## config.mk

```make
export PLATFORM = sky130hd
export DESIGN_NAME = line_unit_irq_mask_bank
export DESIGN_NICKNAME = d
export VERILOG_FILES = /design/src/include/irq_mask_pkg.sv /design/src/hdl/line_unit_irq_mask_bank.sv /design/src/hdl/irq_edge_detect.sv /design/src/hdl/irq_flag_byte.sv
export VERILOG_INCLUDE_DIRS = /design/src /design/src/include
export SDC_FILE = /design/constraint.sdc
export NUM_CORES = 1
export LEC_CHECK = 0
export BUFFER_PORTS_ARGS = -buffer_cell sky130_fd_sc_hd__buf_2
export CORE_ASPECT_RATIO = 0.5
export CORE_MARGIN = 2
export CORE_UTILIZATION = 30
export DETAILED_ROUTE_END_ITERATION = 7
export PLACE_DENSITY_LB_ADDON = 0.1
export SYNTH_ARGS = -nofsm -noshare
export SYNTH_HDL_FRONTEND = slang
export SYNTH_HIERARCHICAL = 1
export SYNTH_SLANG_ARGS = --single-unit
```

## constraint.sdc

```tcl
create_clock -name clk_sys -period 1.9 [get_ports clk_sys]
set_input_delay 0.285 -clock clk_sys [delete_from_list [all_inputs] [get_ports clk_sys]]
set_output_delay 0.285 -clock clk_sys [all_outputs]
set_load 0.005 [all_outputs]
```

## src/include/irq_mask_bank_cfg.svh

```systemverilog
/*
  Offsets, reset values and write masks of the channel interrupt
  mask bank, with the list of what the block must do.
  Assumes it is included by the top module and the edge detector.
*/
// What this block does
// - Mask bit 7 of line/tx mask gates waveform fault; 1 masks, resets masked.
// - Mask bit 6 of line/tx mask gates tx jitter FIFO fault; resets masked.
// - Mask bit 5 of line/tx mask gates rx jitter FIFO fault; resets masked.
// - Mask bit 4 of line/tx mask gates driver overcurrent; resets masked.
// - Mask bit 3 of line/tx mask gates missing tx clock; resets masked.
// - Mask bit 2 of line/tx mask gates tx signal loss; resets masked.
// - Mask bit 1 of line/tx mask gates system signal loss.
// - Mask bit 0 of line/tx mask gates line signal loss; resets masked.
// - Mask bit 7 of alarm/code mask gates system alarm indication.
// - Mask bit 6 of alarm/code mask gates line alarm indication.
// - Mask bit 5 of alarm/code mask gates pattern lock; resets masked.
// - Mask bit 1 of alarm/code mask gates inband activate code.
// - Mask bit 0 of alarm/code mask gates inband deactivate code.
// - Mask bit 5 of violation mask gates system bipolar violation.
// - Mask bit 4 of violation mask gates line bipolar violation.
// - Mask bit 3 of violation mask gates system excess zeros.
// - Mask bit 2 of violation mask gates line excess zeros.
// - Mask bit 1 of violation mask gates pattern bit error.
// - Mask bit 0 of violation mask gates error counter overflow.
// - Status flag sets on rising edge, or any edge if edge-select bit is 1.
`ifndef IRQ_MASK_BANK_CFG_SVH
`define IRQ_MASK_BANK_CFG_SVH

// ==========================================================
// Register offsets
`define ADDR_MASK_LINE_TX   4'h0
`define ADDR_MASK_ALARM     4'h1
`define ADDR_MASK_VIOL      4'h2
`define ADDR_EDGE_LINE_TX   4'h3
`define ADDR_EDGE_ALARM     4'h4
`define ADDR_FLAG_LINE_TX   4'h5
`define ADDR_FLAG_ALARM     4'h6
`define ADDR_FLAG_VIOL      4'h7
`define ADDR_LVL_LINE_TX    4'h8
`define ADDR_LVL_ALARM      4'h9

// ==========================================================
// Reset values and implemented bits
`define RST_MASK_LINE_TX    8'hFF
`define RST_MASK_ALARM      8'hE3
`define RST_MASK_VIOL       8'h3F
`define RST_EDGE            8'h00
`define BITS_LINE_TX        8'hFF
`define BITS_ALARM          8'hE3
`define BITS_VIOL           8'h3F
`define BITS_LVL_LINE_TX    8'h1F
`define LVL_SRC_W           16

`endif

```

## src/include/irq_mask_pkg.sv

```systemverilog
/*
  Types of the channel interrupt mask bank: host request and the
  bit layouts shared by mask, flag and source vectors.
  Assumes nothing beyond a SystemVerilog compiler.
*/
package irq_mask_pkg;

  typedef struct packed {
    logic [3:0] addr;
    logic [7:0] wdata;
    logic       wr;
    logic       rd;
  } host_req_t;

  typedef struct packed {
    logic waveform_fault_mask;
    logic tx_jitter_fifo_mask;
    logic rx_jitter_fifo_mask;
    logic driver_overcurrent_mask;
    logic tx_clock_missing_mask;
    logic tx_signal_loss_mask;
    logic system_signal_loss_mask;
    logic line_signal_loss_mask;
  } line_tx_bits_t;

  typedef struct packed {
    logic       system_alarm_indication_mask;
    logic       line_alarm_indication_mask;
    logic       pattern_lock_mask;
    logic [2:0] unused;
    logic       inband_activate_mask;
    logic       inband_deactivate_mask;
  } alarm_code_bits_t;

  typedef struct packed {
    logic [1:0] unused;
    logic       system_bipolar_violation_mask;
    logic       line_bipolar_violation_mask;
    logic       system_excess_zeros_mask;
    logic       line_excess_zeros_mask;
    logic       pattern_bit_fault_mask;
    logic       fault_counter_wrap_mask;
  } violation_bits_t;

endpackage

```

## src/hdl/line_unit_irq_mask_bank.sv

```systemverilog
/*
  Interrupt mask bank of one line channel: three mask registers,
  two edge-select registers, sticky status flags and the channel
  interrupt line, all behind a plain host register port.
  Flags clear by writing ones at their own index.
  Assumes status levels and one-cycle fault pulses come from the
  channel's detection logic on clk_sys, and host strobes are one
  cycle long and never high together.
*/
// The implementer's own choices: the register offsets and strobed register access.
`timescale 1ns/100ps
`include "irq_mask_bank_cfg.svh"

module line_unit_irq_mask_bank (
  input  wire logic                    clk_sys,
  input  wire logic                    rst,
  // Host register port
  input  wire irq_mask_pkg::host_req_t host_req,
  output logic      [7:0]              host_rdata,
  // Status levels
  input  wire logic                    line_signal_loss,
  input  wire logic                    system_signal_loss,
  input  wire logic                    tx_signal_loss,
  input  wire logic                    tx_clock_missing,
  input  wire logic                    driver_overcurrent,
  input  wire logic                    system_alarm_indication,
  input  wire logic                    line_alarm_indication,
  input  wire logic                    pattern_lock_state,
  input  wire logic                    inband_activate,
  input  wire logic                    inband_deactivate,
  // One-cycle fault events
  input  wire logic                    waveform_fault_evt,
  input  wire logic                    tx_jitter_fifo_evt,
  input  wire logic                    rx_jitter_fifo_evt,
  input  wire logic                    system_bipolar_evt,
  input  wire logic                    line_bipolar_evt,
  input  wire logic                    system_zeros_evt,
  input  wire logic                    line_zeros_evt,
  input  wire logic                    pattern_bit_fault_evt,
  input  wire logic                    fault_counter_wrap_evt,
  // Channel interrupt, active high
  output logic                         irq
);

  // ==========================================================
  // State
  // Masks, edge selects, read data and irq in one struct;
  // flags and edge history live in the child modules.

  typedef struct packed {
    irq_mask_pkg::line_tx_bits_t    mask_line_tx;
    irq_mask_pkg::alarm_code_bits_t mask_alarm;
    irq_mask_pkg::violation_bits_t  mask_viol;
    logic [7:0]                     edge_line_tx;
    logic [7:0]                     edge_alarm;
    logic [7:0]                     rdata;
    logic                           irq;
  } bank_state_t;

  bank_state_t                    st_reg;
  bank_state_t                    st_next;

  // ==========================================================
  // Source, flag and pending vectors
  // Each vector has the layout of its mask register,
  // so flag, mask and pending bits line up.

  irq_mask_pkg::line_tx_bits_t    lvl_line_tx;
  irq_mask_pkg::alarm_code_bits_t lvl_alarm;

  irq_mask_pkg::line_tx_bits_t    set_line_tx;
  irq_mask_pkg::alarm_code_bits_t set_alarm;
  irq_mask_pkg::violation_bits_t  set_viol;

  irq_mask_pkg::line_tx_bits_t    flag_line_tx;
  irq_mask_pkg::alarm_code_bits_t flag_alarm;
  irq_mask_pkg::violation_bits_t  flag_viol;

  irq_mask_pkg::line_tx_bits_t    pend_line_tx;
  irq_mask_pkg::alarm_code_bits_t pend_alarm;
  irq_mask_pkg::violation_bits_t  pend_viol;

  // Per-byte arrays for the flag loop
  logic [`LVL_SRC_W-1:0]          edge_evt;
  logic [7:0]                     set_v   [3];
  logic [7:0]                     clr_v   [3];
  logic [7:0]                     flags_v [3];
  logic [7:0]                     valid_v [3];
  logic [3:0]                     flag_addr [3];

  // ==========================================================
  // Host decode
  // Strobe and index must both match; an index
  // without a strobe leaves every register alone.

  function automatic logic wr_hit(
    input irq_mask_pkg::host_req_t req,
    input logic [3:0]              idx
  );
    wr_hit = req.wr && (req.addr == idx);
  endfunction

  // ==========================================================
  // Raw levels, laid out like the mask registers
  // Pulse-only positions stay zero, so they never
  // reach the edge selector.

  always_comb begin
    lvl_line_tx                              = '0;
    lvl_line_tx.driver_overcurrent_mask      = driver_overcurrent;
    lvl_line_tx.tx_clock_missing_mask        = tx_clock_missing;
    lvl_line_tx.tx_signal_loss_mask          = tx_signal_loss;
    lvl_line_tx.system_signal_loss_mask      = system_signal_loss;
    lvl_line_tx.line_signal_loss_mask        = line_signal_loss;

    // Alarm and inband code levels
    lvl_alarm                                = '0;
    lvl_alarm.system_alarm_indication_mask   = system_alarm_indication;
    lvl_alarm.line_alarm_indication_mask     = line_alarm_indication;
    lvl_alarm.pattern_lock_mask              = pattern_lock_state;
    lvl_alarm.inband_activate_mask           = inband_activate;
    lvl_alarm.inband_deactivate_mask         = inband_deactivate;
  end

  // ==========================================================
  // Level sources through the edge selector
  // History clears on reset: a level high at release
  // counts as a rising edge and sets its flag.

  irq_edge_detect u_edge (
    .clk_sys  (clk_sys),
    .rst      (rst),
    .lvl      ({lvl_alarm, lvl_line_tx}),
    .any_edge ({st_reg.edge_alarm, st_reg.edge_line_tx}),
    .evt      (edge_evt)
  );

  // ==========================================================
  // Set vectors: edge events and fault pulses
  // Pulses take the positions with no level behind
  // them; edge events fill the rest.

  always_comb begin
    set_line_tx                         = edge_evt[7:0];
    // Pulses over the unused level positions
    set_line_tx.waveform_fault_mask     = waveform_fault_evt;
    set_line_tx.tx_jitter_fifo_mask     = tx_jitter_fifo_evt;
    set_line_tx.rx_jitter_fifo_mask     = rx_jitter_fifo_evt;

    set_alarm                           = edge_evt[15:8];

    // Violation pulses only
    set_viol                            = '0;
    set_viol.system_bipolar_violation_mask = system_bipolar_evt;
    set_viol.line_bipolar_violation_mask   = line_bipolar_evt;
    set_viol.system_excess_zeros_mask      = system_zeros_evt;
    set_viol.line_excess_zeros_mask        = line_zeros_evt;
    set_viol.pattern_bit_fault_mask        = pattern_bit_fault_evt;
    set_viol.fault_counter_wrap_mask       = fault_counter_wrap_evt;
  end

  // ==========================================================
  // Sticky flags, one byte per mask register
  // A set in the clearing cycle wins, so a clear
  // during a repeating fault loses no event.

  assign set_v[0]     = set_line_tx;
  assign set_v[1]     = set_alarm;
  assign set_v[2]     = set_viol;
  assign valid_v[0]   = `BITS_LINE_TX;
  assign valid_v[1]   = `BITS_ALARM;
  assign valid_v[2]   = `BITS_VIOL;
  assign flag_addr[0] = `ADDR_FLAG_LINE_TX;
  assign flag_addr[1] = `ADDR_FLAG_ALARM;
  assign flag_addr[2] = `ADDR_FLAG_VIOL;

  for (genvar g = 0; g < 3; g++) begin : g_flag
    // Write-one-to-clear
    // Only its own flag index reaches the clear input
    assign clr_v[g] = wr_hit(host_req, flag_addr[g]) ? host_req.wdata : 8'h00;

    irq_flag_byte u_flag (
      .clk_sys (clk_sys),
      .rst     (rst),
      .valid   (valid_v[g]),
      .set     (set_v[g]),
      .clr     (clr_v[g]),
      .flags   (flags_v[g])
    );
  end

  // Flag bytes back in their mask layouts
  assign flag_line_tx = flags_v[0];
  assign flag_alarm   = flags_v[1];
  assign flag_viol    = flags_v[2];

  // ==========================================================
  // Mask gating: a 0 mask bit lets its flag through
  // Masking gates only the interrupt; the flag still
  // latches and stays readable.

  always_comb begin
    pend_line_tx = '0;
    pend_alarm   = '0;
    pend_viol    = '0;
    // Line and transmit sources
    pend_line_tx.waveform_fault_mask =
      flag_line_tx.waveform_fault_mask & ~st_reg.mask_line_tx.waveform_fault_mask;
    pend_line_tx.tx_jitter_fifo_mask =
      flag_line_tx.tx_jitter_fifo_mask & ~st_reg.mask_line_tx.tx_jitter_fifo_mask;
    pend_line_tx.rx_jitter_fifo_mask =
      flag_line_tx.rx_jitter_fifo_mask & ~st_reg.mask_line_tx.rx_jitter_fifo_mask;
    pend_line_tx.driver_overcurrent_mask = flag_line_tx.driver_overcurrent_mask &
      ~st_reg.mask_line_tx.driver_overcurrent_mask;
    pend_line_tx.tx_clock_missing_mask = flag_line_tx.tx_clock_missing_mask &
      ~st_reg.mask_line_tx.tx_clock_missing_mask;
    pend_line_tx.tx_signal_loss_mask =
      flag_line_tx.tx_signal_loss_mask & ~st_reg.mask_line_tx.tx_signal_loss_mask;
    pend_line_tx.system_signal_loss_mask = flag_line_tx.system_signal_loss_mask &
      ~st_reg.mask_line_tx.system_signal_loss_mask;
    pend_line_tx.line_signal_loss_mask = flag_line_tx.line_signal_loss_mask &
      ~st_reg.mask_line_tx.line_signal_loss_mask;

    // Alarm and inband code sources
    pend_alarm.system_alarm_indication_mask = flag_alarm.system_alarm_indication_mask &
      ~st_reg.mask_alarm.system_alarm_indication_mask;
    pend_alarm.line_alarm_indication_mask = flag_alarm.line_alarm_indication_mask &
      ~st_reg.mask_alarm.line_alarm_indication_mask;
    pend_alarm.pattern_lock_mask =
      flag_alarm.pattern_lock_mask & ~st_reg.mask_alarm.pattern_lock_mask;
    pend_alarm.inband_activate_mask =
      flag_alarm.inband_activate_mask & ~st_reg.mask_alarm.inband_activate_mask;
    pend_alarm.inband_deactivate_mask = flag_alarm.inband_deactivate_mask &
      ~st_reg.mask_alarm.inband_deactivate_mask;

    // Violation and counter sources
    pend_viol.system_bipolar_violation_mask = flag_viol.system_bipolar_violation_mask &
      ~st_reg.mask_viol.system_bipolar_violation_mask;
    pend_viol.line_bipolar_violation_mask = flag_viol.line_bipolar_violation_mask &
      ~st_reg.mask_viol.line_bipolar_violation_mask;
    pend_viol.system_excess_zeros_mask = flag_viol.system_excess_zeros_mask &
      ~st_reg.mask_viol.system_excess_zeros_mask;
    pend_viol.line_excess_zeros_mask = flag_viol.line_excess_zeros_mask &
      ~st_reg.mask_viol.line_excess_zeros_mask;
    pend_viol.pattern_bit_fault_mask = flag_viol.pattern_bit_fault_mask &
      ~st_reg.mask_viol.pattern_bit_fault_mask;
    pend_viol.fault_counter_wrap_mask = flag_viol.fault_counter_wrap_mask &
      ~st_reg.mask_viol.fault_counter_wrap_mask;
  end

  // ==========================================================
  // Register writes, read data and interrupt
  // Reserved bits are cut off on write, so they
  // read back as zero with no read mask.

  always_comb begin
    st_next = st_reg;

    // Mask writes
    if (wr_hit(host_req, `ADDR_MASK_LINE_TX)) begin
      st_next.mask_line_tx = host_req.wdata & `BITS_LINE_TX;
    end
    if (wr_hit(host_req, `ADDR_MASK_ALARM)) begin
      st_next.mask_alarm = host_req.wdata & `BITS_ALARM;
    end
    if (wr_hit(host_req, `ADDR_MASK_VIOL)) begin
      st_next.mask_viol = host_req.wdata & `BITS_VIOL;
    end

    // Edge selects, level sources only
    if (wr_hit(host_req, `ADDR_EDGE_LINE_TX)) begin
      st_next.edge_line_tx = host_req.wdata & `BITS_LVL_LINE_TX;
    end
    if (wr_hit(host_req, `ADDR_EDGE_ALARM)) begin
      st_next.edge_alarm = host_req.wdata & `BITS_ALARM;
    end

    // Read data stands only in the cycle after the strobe
    st_next.rdata = 8'h00;
    // Masks, edge selects, flags, then raw levels
    if (host_req.rd) begin
      case (host_req.addr)
        `ADDR_MASK_LINE_TX: begin
          st_next.rdata = st_reg.mask_line_tx;
        end
        `ADDR_MASK_ALARM: begin
          st_next.rdata = st_reg.mask_alarm;
        end
        `ADDR_MASK_VIOL: begin
          st_next.rdata = st_reg.mask_viol;
        end
        `ADDR_EDGE_LINE_TX: begin
          st_next.rdata = st_reg.edge_line_tx;
        end
        `ADDR_EDGE_ALARM: begin
          st_next.rdata = st_reg.edge_alarm;
        end
        `ADDR_FLAG_LINE_TX: begin
          st_next.rdata = flag_line_tx;
        end
        `ADDR_FLAG_ALARM: begin
          st_next.rdata = flag_alarm;
        end
        `ADDR_FLAG_VIOL: begin
          st_next.rdata = flag_viol;
        end
        `ADDR_LVL_LINE_TX: begin
          st_next.rdata = lvl_line_tx;
        end
        `ADDR_LVL_ALARM: begin
          st_next.rdata = lvl_alarm;
        end
        default: begin
          st_next.rdata = 8'h00;
        end
      endcase
    end

    // Registered, so irq never glitches on the pin
    st_next.irq = |{pend_line_tx, pend_alarm, pend_viol};
  end

  // ==========================================================
  // State register
  // Reset leaves every source masked and every
  // edge select on rising only.

  always_ff @(posedge clk_sys or posedge rst) begin
    if (rst) begin
      st_reg.mask_line_tx <= `RST_MASK_LINE_TX;
      st_reg.mask_alarm   <= `RST_MASK_ALARM;
      st_reg.mask_viol    <= `RST_MASK_VIOL;
      st_reg.edge_line_tx <= `RST_EDGE;
      st_reg.edge_alarm   <= `RST_EDGE;
      st_reg.rdata        <= 8'h00;
      st_reg.irq          <= 1'b0;
    end else begin
      st_reg <= st_next;
    end
  end

  // ==========================================================
  // Outputs, straight from flip-flops

  assign host_rdata = st_reg.rdata;
  assign irq        = st_reg.irq;

endmodule

```

## src/hdl/irq_edge_detect.sv

```systemverilog
/*
  Turns status levels into one-cycle events on a rising edge,
  or on either edge where the edge-select bit is set.
  Assumes levels come from logic on clk_sys.
*/
`timescale 1ns/100ps
`include "irq_mask_bank_cfg.svh"

module irq_edge_detect (
  input  wire logic                    clk_sys,
  input  wire logic                    rst,
  input  wire logic [`LVL_SRC_W-1:0]   lvl,
  input  wire logic [`LVL_SRC_W-1:0]   any_edge,
  output logic      [`LVL_SRC_W-1:0]   evt
);

  typedef struct packed {
    logic [`LVL_SRC_W-1:0] prev;
    logic [`LVL_SRC_W-1:0] evt;
  } edge_state_t;

  edge_state_t           st_reg;
  edge_state_t           st_next;
  logic [`LVL_SRC_W-1:0] hit;

  for (genvar i = 0; i < `LVL_SRC_W; i++) begin : g_bit
    assign hit[i] = (lvl[i] & ~st_reg.prev[i]) |
                    (any_edge[i] & ~lvl[i] & st_reg.prev[i]);
  end

  always_comb begin
    st_next      = st_reg;
    st_next.prev = lvl;
    st_next.evt  = hit;
  end

  always_ff @(posedge clk_sys or posedge rst) begin
    if (rst) begin
      st_reg <= '0;
    end else begin
      st_reg <= st_next;
    end
  end

  assign evt = st_reg.evt;

endmodule

```

## src/hdl/irq_flag_byte.sv

```systemverilog
/*
  One byte of sticky interrupt status flags, cleared by writing
  ones; a set in the clearing cycle wins.
  Assumes set and clear come from logic on clk_sys.
*/
`timescale 1ns/100ps

module irq_flag_byte (
  input  wire logic        clk_sys,
  input  wire logic        rst,
  input  wire logic [7:0]  valid,
  input  wire logic [7:0]  set,
  input  wire logic [7:0]  clr,
  output logic      [7:0]  flags
);

  typedef struct packed {
    logic [7:0] flags;
  } flag_state_t;

  flag_state_t st_reg;
  flag_state_t st_next;

  always_comb begin
    st_next       = st_reg;
    st_next.flags = ((st_reg.flags & ~clr) | set) & valid;
  end

  always_ff @(posedge clk_sys or posedge rst) begin
    if (rst) begin
      st_reg <= '0;
    end else begin
      st_reg <= st_next;
    end
  end

  assign flags = st_reg.flags;

endmodule

```

==> summary by stage <==
Placed design
The number of buffer cells added on primary ports is 43. The post-place setup slack is approximately 0.16 ns. The final HPWL from detailed placement is 9.35 mm.

In this run the cell area measured after placement is 0.00515 mm2. At the end of routability-driven placement, the weighted congestion stood at approximately 0.80.

STA
At the pin with the least slew margin, the transition time is around 0.59 ns. The worst setup margin is 0.400 ns. Subtracting the final worst setup slack from the clock period gives between 1.5 and 2 ns.

Measured against its own limit, the worst slew margin works out to 60.5%. The highest clock rate is roughly 0.67 GHz. The final setup violation count is 0.

The final hold violation count is 0. Setup repair after global routing left no endpoint under its margin. Of the available clock period, the critical path in the final layout requires roughly four fifths. The total count of max-transition violations in the final report is 0. The final setup TNS is 0 ns.

The worst clock skew is 0.00652 ns.

Route
The ratio of routed vias to standard cells is 4.55. Wires add up to between 10 and 15 mm. The routed design uses around 5.2 mm of met2 wire. The detailed router put a total of 6.37 mm of wire on met1. The antenna violation net count after detailed routing is 0.

The number of iterations in the first detailed-routing pass is 4. The DRC marker count from the first detailed-route iteration is roughly 170. Summed over all nets, wire length on met3 after detailed routing comes to around 700 um. Dividing the detail-routed wire length by the instance count gives about 18 um.

The highest metal layer with signal wires is met4. The via count is 3122. The final routed DRC violation total is 0.

Run status
The flow ran to the end, and the final reports show no timing, DRC or antenna violations.

Clock network
The clock reaches the later pin of the worst-skew pair after around 0.34 ns. Counting along the longest clock path gives a buffer depth of 2. The sink count of the clock tree is 88. The clock-pin slew on the worst setup and hold paths is 0.07 ns. The buffer cell driving the clock tree root is sky130_fd_sc_hd__clkbuf_16.

The clock tree from TritonCTS is done. The count of H-tree levels built during CTS is 3. The number of CTS-inserted buffers is 9.

Finish
The net count reported at finish is about 520. The fraction of final layout cells with drive strength greater than 1 is between 30% and 40%. Compared with the post-synthesis result, the final layout area differs by 18.7%.

The repair_antennas step left the layout with diodes totalling 0. The final standard cell area without fillers is 0.00547 mm2. The utilization after layout is 37.1%.

The layout filler cell count is about 1.5k. The flip-flop count of the largest register, all copies and words added is 29.

Die
Measured along the y axis, the die boundary spans a little over 90 um. The site row count is 31. The core area is roughly 0.015 mm2. The number of top-level design ports is between 40 and 50. The horizontal die dimension is around 180 um. The initial core utilization is a little under a third. The floorplan die area is 0.0164 mm2.

Critical path
Counting both buffers and inverters, the worst setup path holds a total of 0. The number of logic stages on the critical path including buffering is 4. Among cell families on the critical path, the largest total delay comes from simple AND/OR/NAND/NOR gates.

For the worst flop-to-flop path, the logic depth is 4. The largest fanout on the critical path is 3. At the worst endpoint, the required time is 2.10 ns. The class of the most critical setup path is flip-flop to flip-flop. The data arrival at the endpoint of the critical path is around 1.7 ns. The worst setup path is launched from a flip-flop. On the critical path, the stage with the largest delay is an instance of sky130_fd_sc_hd__dfstp_2. STA classifies the critical path endpoint as a flip-flop. The critical path goes through nand2b_1, o2111ai_1, nor3_1, nand3_1. The biggest cell delay along the critical path is between 0.5 and 0.6 ns.

Global routing
The largest net degree at the start of global routing is 39. The initial antenna violation count was 0. The global routing usage summed across all routing layers is around 16%. The global-route wire length before repair is slightly below 20 mm. The via count of the first global-routing pass came to 3193. The leftover overflow at the end of global routing is 0.

Power and ir drop
In this run the static leakage power is approximately 2.5 nW. The power per cell area is around 900 mW/mm2. Across the VDD grid, the largest voltage drop is 0.492 mV.

Yosys
Synthesis handed over a netlist of 401 instances. The average instance area after synthesis is ~11 um2. The Yosys step of the flow raised 6 warnings.

The summed instance area of the synthesized netlist is around 0.0046 mm2.

Worst hold path
Along the worst hold path, the cell count comes to 1. In this run the worst hold path is classified as input pin to flip-flop.

Job
Across the run, the number of max-cap violations was 0.
## power by group
part	internal (W)	switching [W]	total [W]
logic	0.000380	0.000331	0.000711
clock network	0.00103	0.000811	0.00184
registers	0.00217	0.000182	0.00235
## through the flow
| step | hold WS [ns] | power [W] | instances |
|---|---|---|---|
| floorplan | 0.101 | 0.00287 | 437 |
| global placement | 0.358 | 0.00310 | 669 |
| detailed placement | 0.359 | 0.00310 | 669 |
| CTS | 0.0758 | 0.00497 | 686 |
| global route | 0.0780 | 0.00516 | 686 |
| finish | 0.0861 | 0.00491 | 686 |
## worst reg2reg max path, stage by stage, from the launching register on
cell and delay [ns]:
sky130_fd_sc_hd__dfstp_2 0.54, sky130_fd_sc_hd__nand2b_1 0.13, sky130_fd_sc_hd__o2111ai_1 0.11, sky130_fd_sc_hd__nor3_1 0.43
sky130_fd_sc_hd__nand3_1 0.16
## path summary, 6_finish.rpt
| path | slack (ns) | from | endpoint |
|---|---|---|---|
| max | 0.40 | st_reg[28] | irq |
| max reg2reg | 0.40 | st_reg[28] | irq |
| min | 0.09 | line_alarm_indication | u_edge/st_reg[30] |
| max in group asynchronous | 0.86 | rst | st_reg[48] |
| min reg2reg | 0.44 | u_edge/st_reg[24] | u_edge/evt[8] |
| min in group asynchronous | 0.53 | rst | g_flag[1].u_flag/flags[3] |
## per-layer routing
metal	up-vias	GRT usage, %
met5	-	0
met4	0	3.43
met3	7	4.44
met2	69	23.8
met1	1550	24.2
li1	1496	-
## layout make-up
cell class                      instances  area [um2]  share of cell area (%)
Multi-Input combinational cell        284        2160                    39.6
Inverter                               32         120                    2.20
Clock inverter                          7        76.3                    1.40
Clock buffer                            9         225                    4.12
Tap cell                              198         248                    4.53
Sequential cell                        88        2230                    40.7
Timing Repair Buffer                   68         405                    7.42
## repair_timing
item	4_1_cts	5_1_grt
setup buffers	0	0
hold buffers	1	0
gates resized for setup	0	0
endpoints found under the hold margin	18	0
## placed cells by master, fill, tap and decap left out, drive strengths merged, types with 5 or more instances in the layout
| cell type | instances |
|---|---|
| o21a | 24 |
| nand2b | 8 |
| and2 | 26 |
| dfstp | 19 |
| conb | 38 |
| dfrtp | 69 |
| nand3 | 5 |
| inv | 35 |
| nand2 | 20 |
| nand3b | 18 |
| o22ai | 6 |
| clkbuf | 9 |
| buf | 67 |
| a21oi | 5 |
| nor2b | 26 |
| o21ai | 19 |
| mux2 | 32 |
| mux2i | 5 |
| a31oi | 6 |
| nor2 | 8 |
Power figures use the tool's default switching activity.
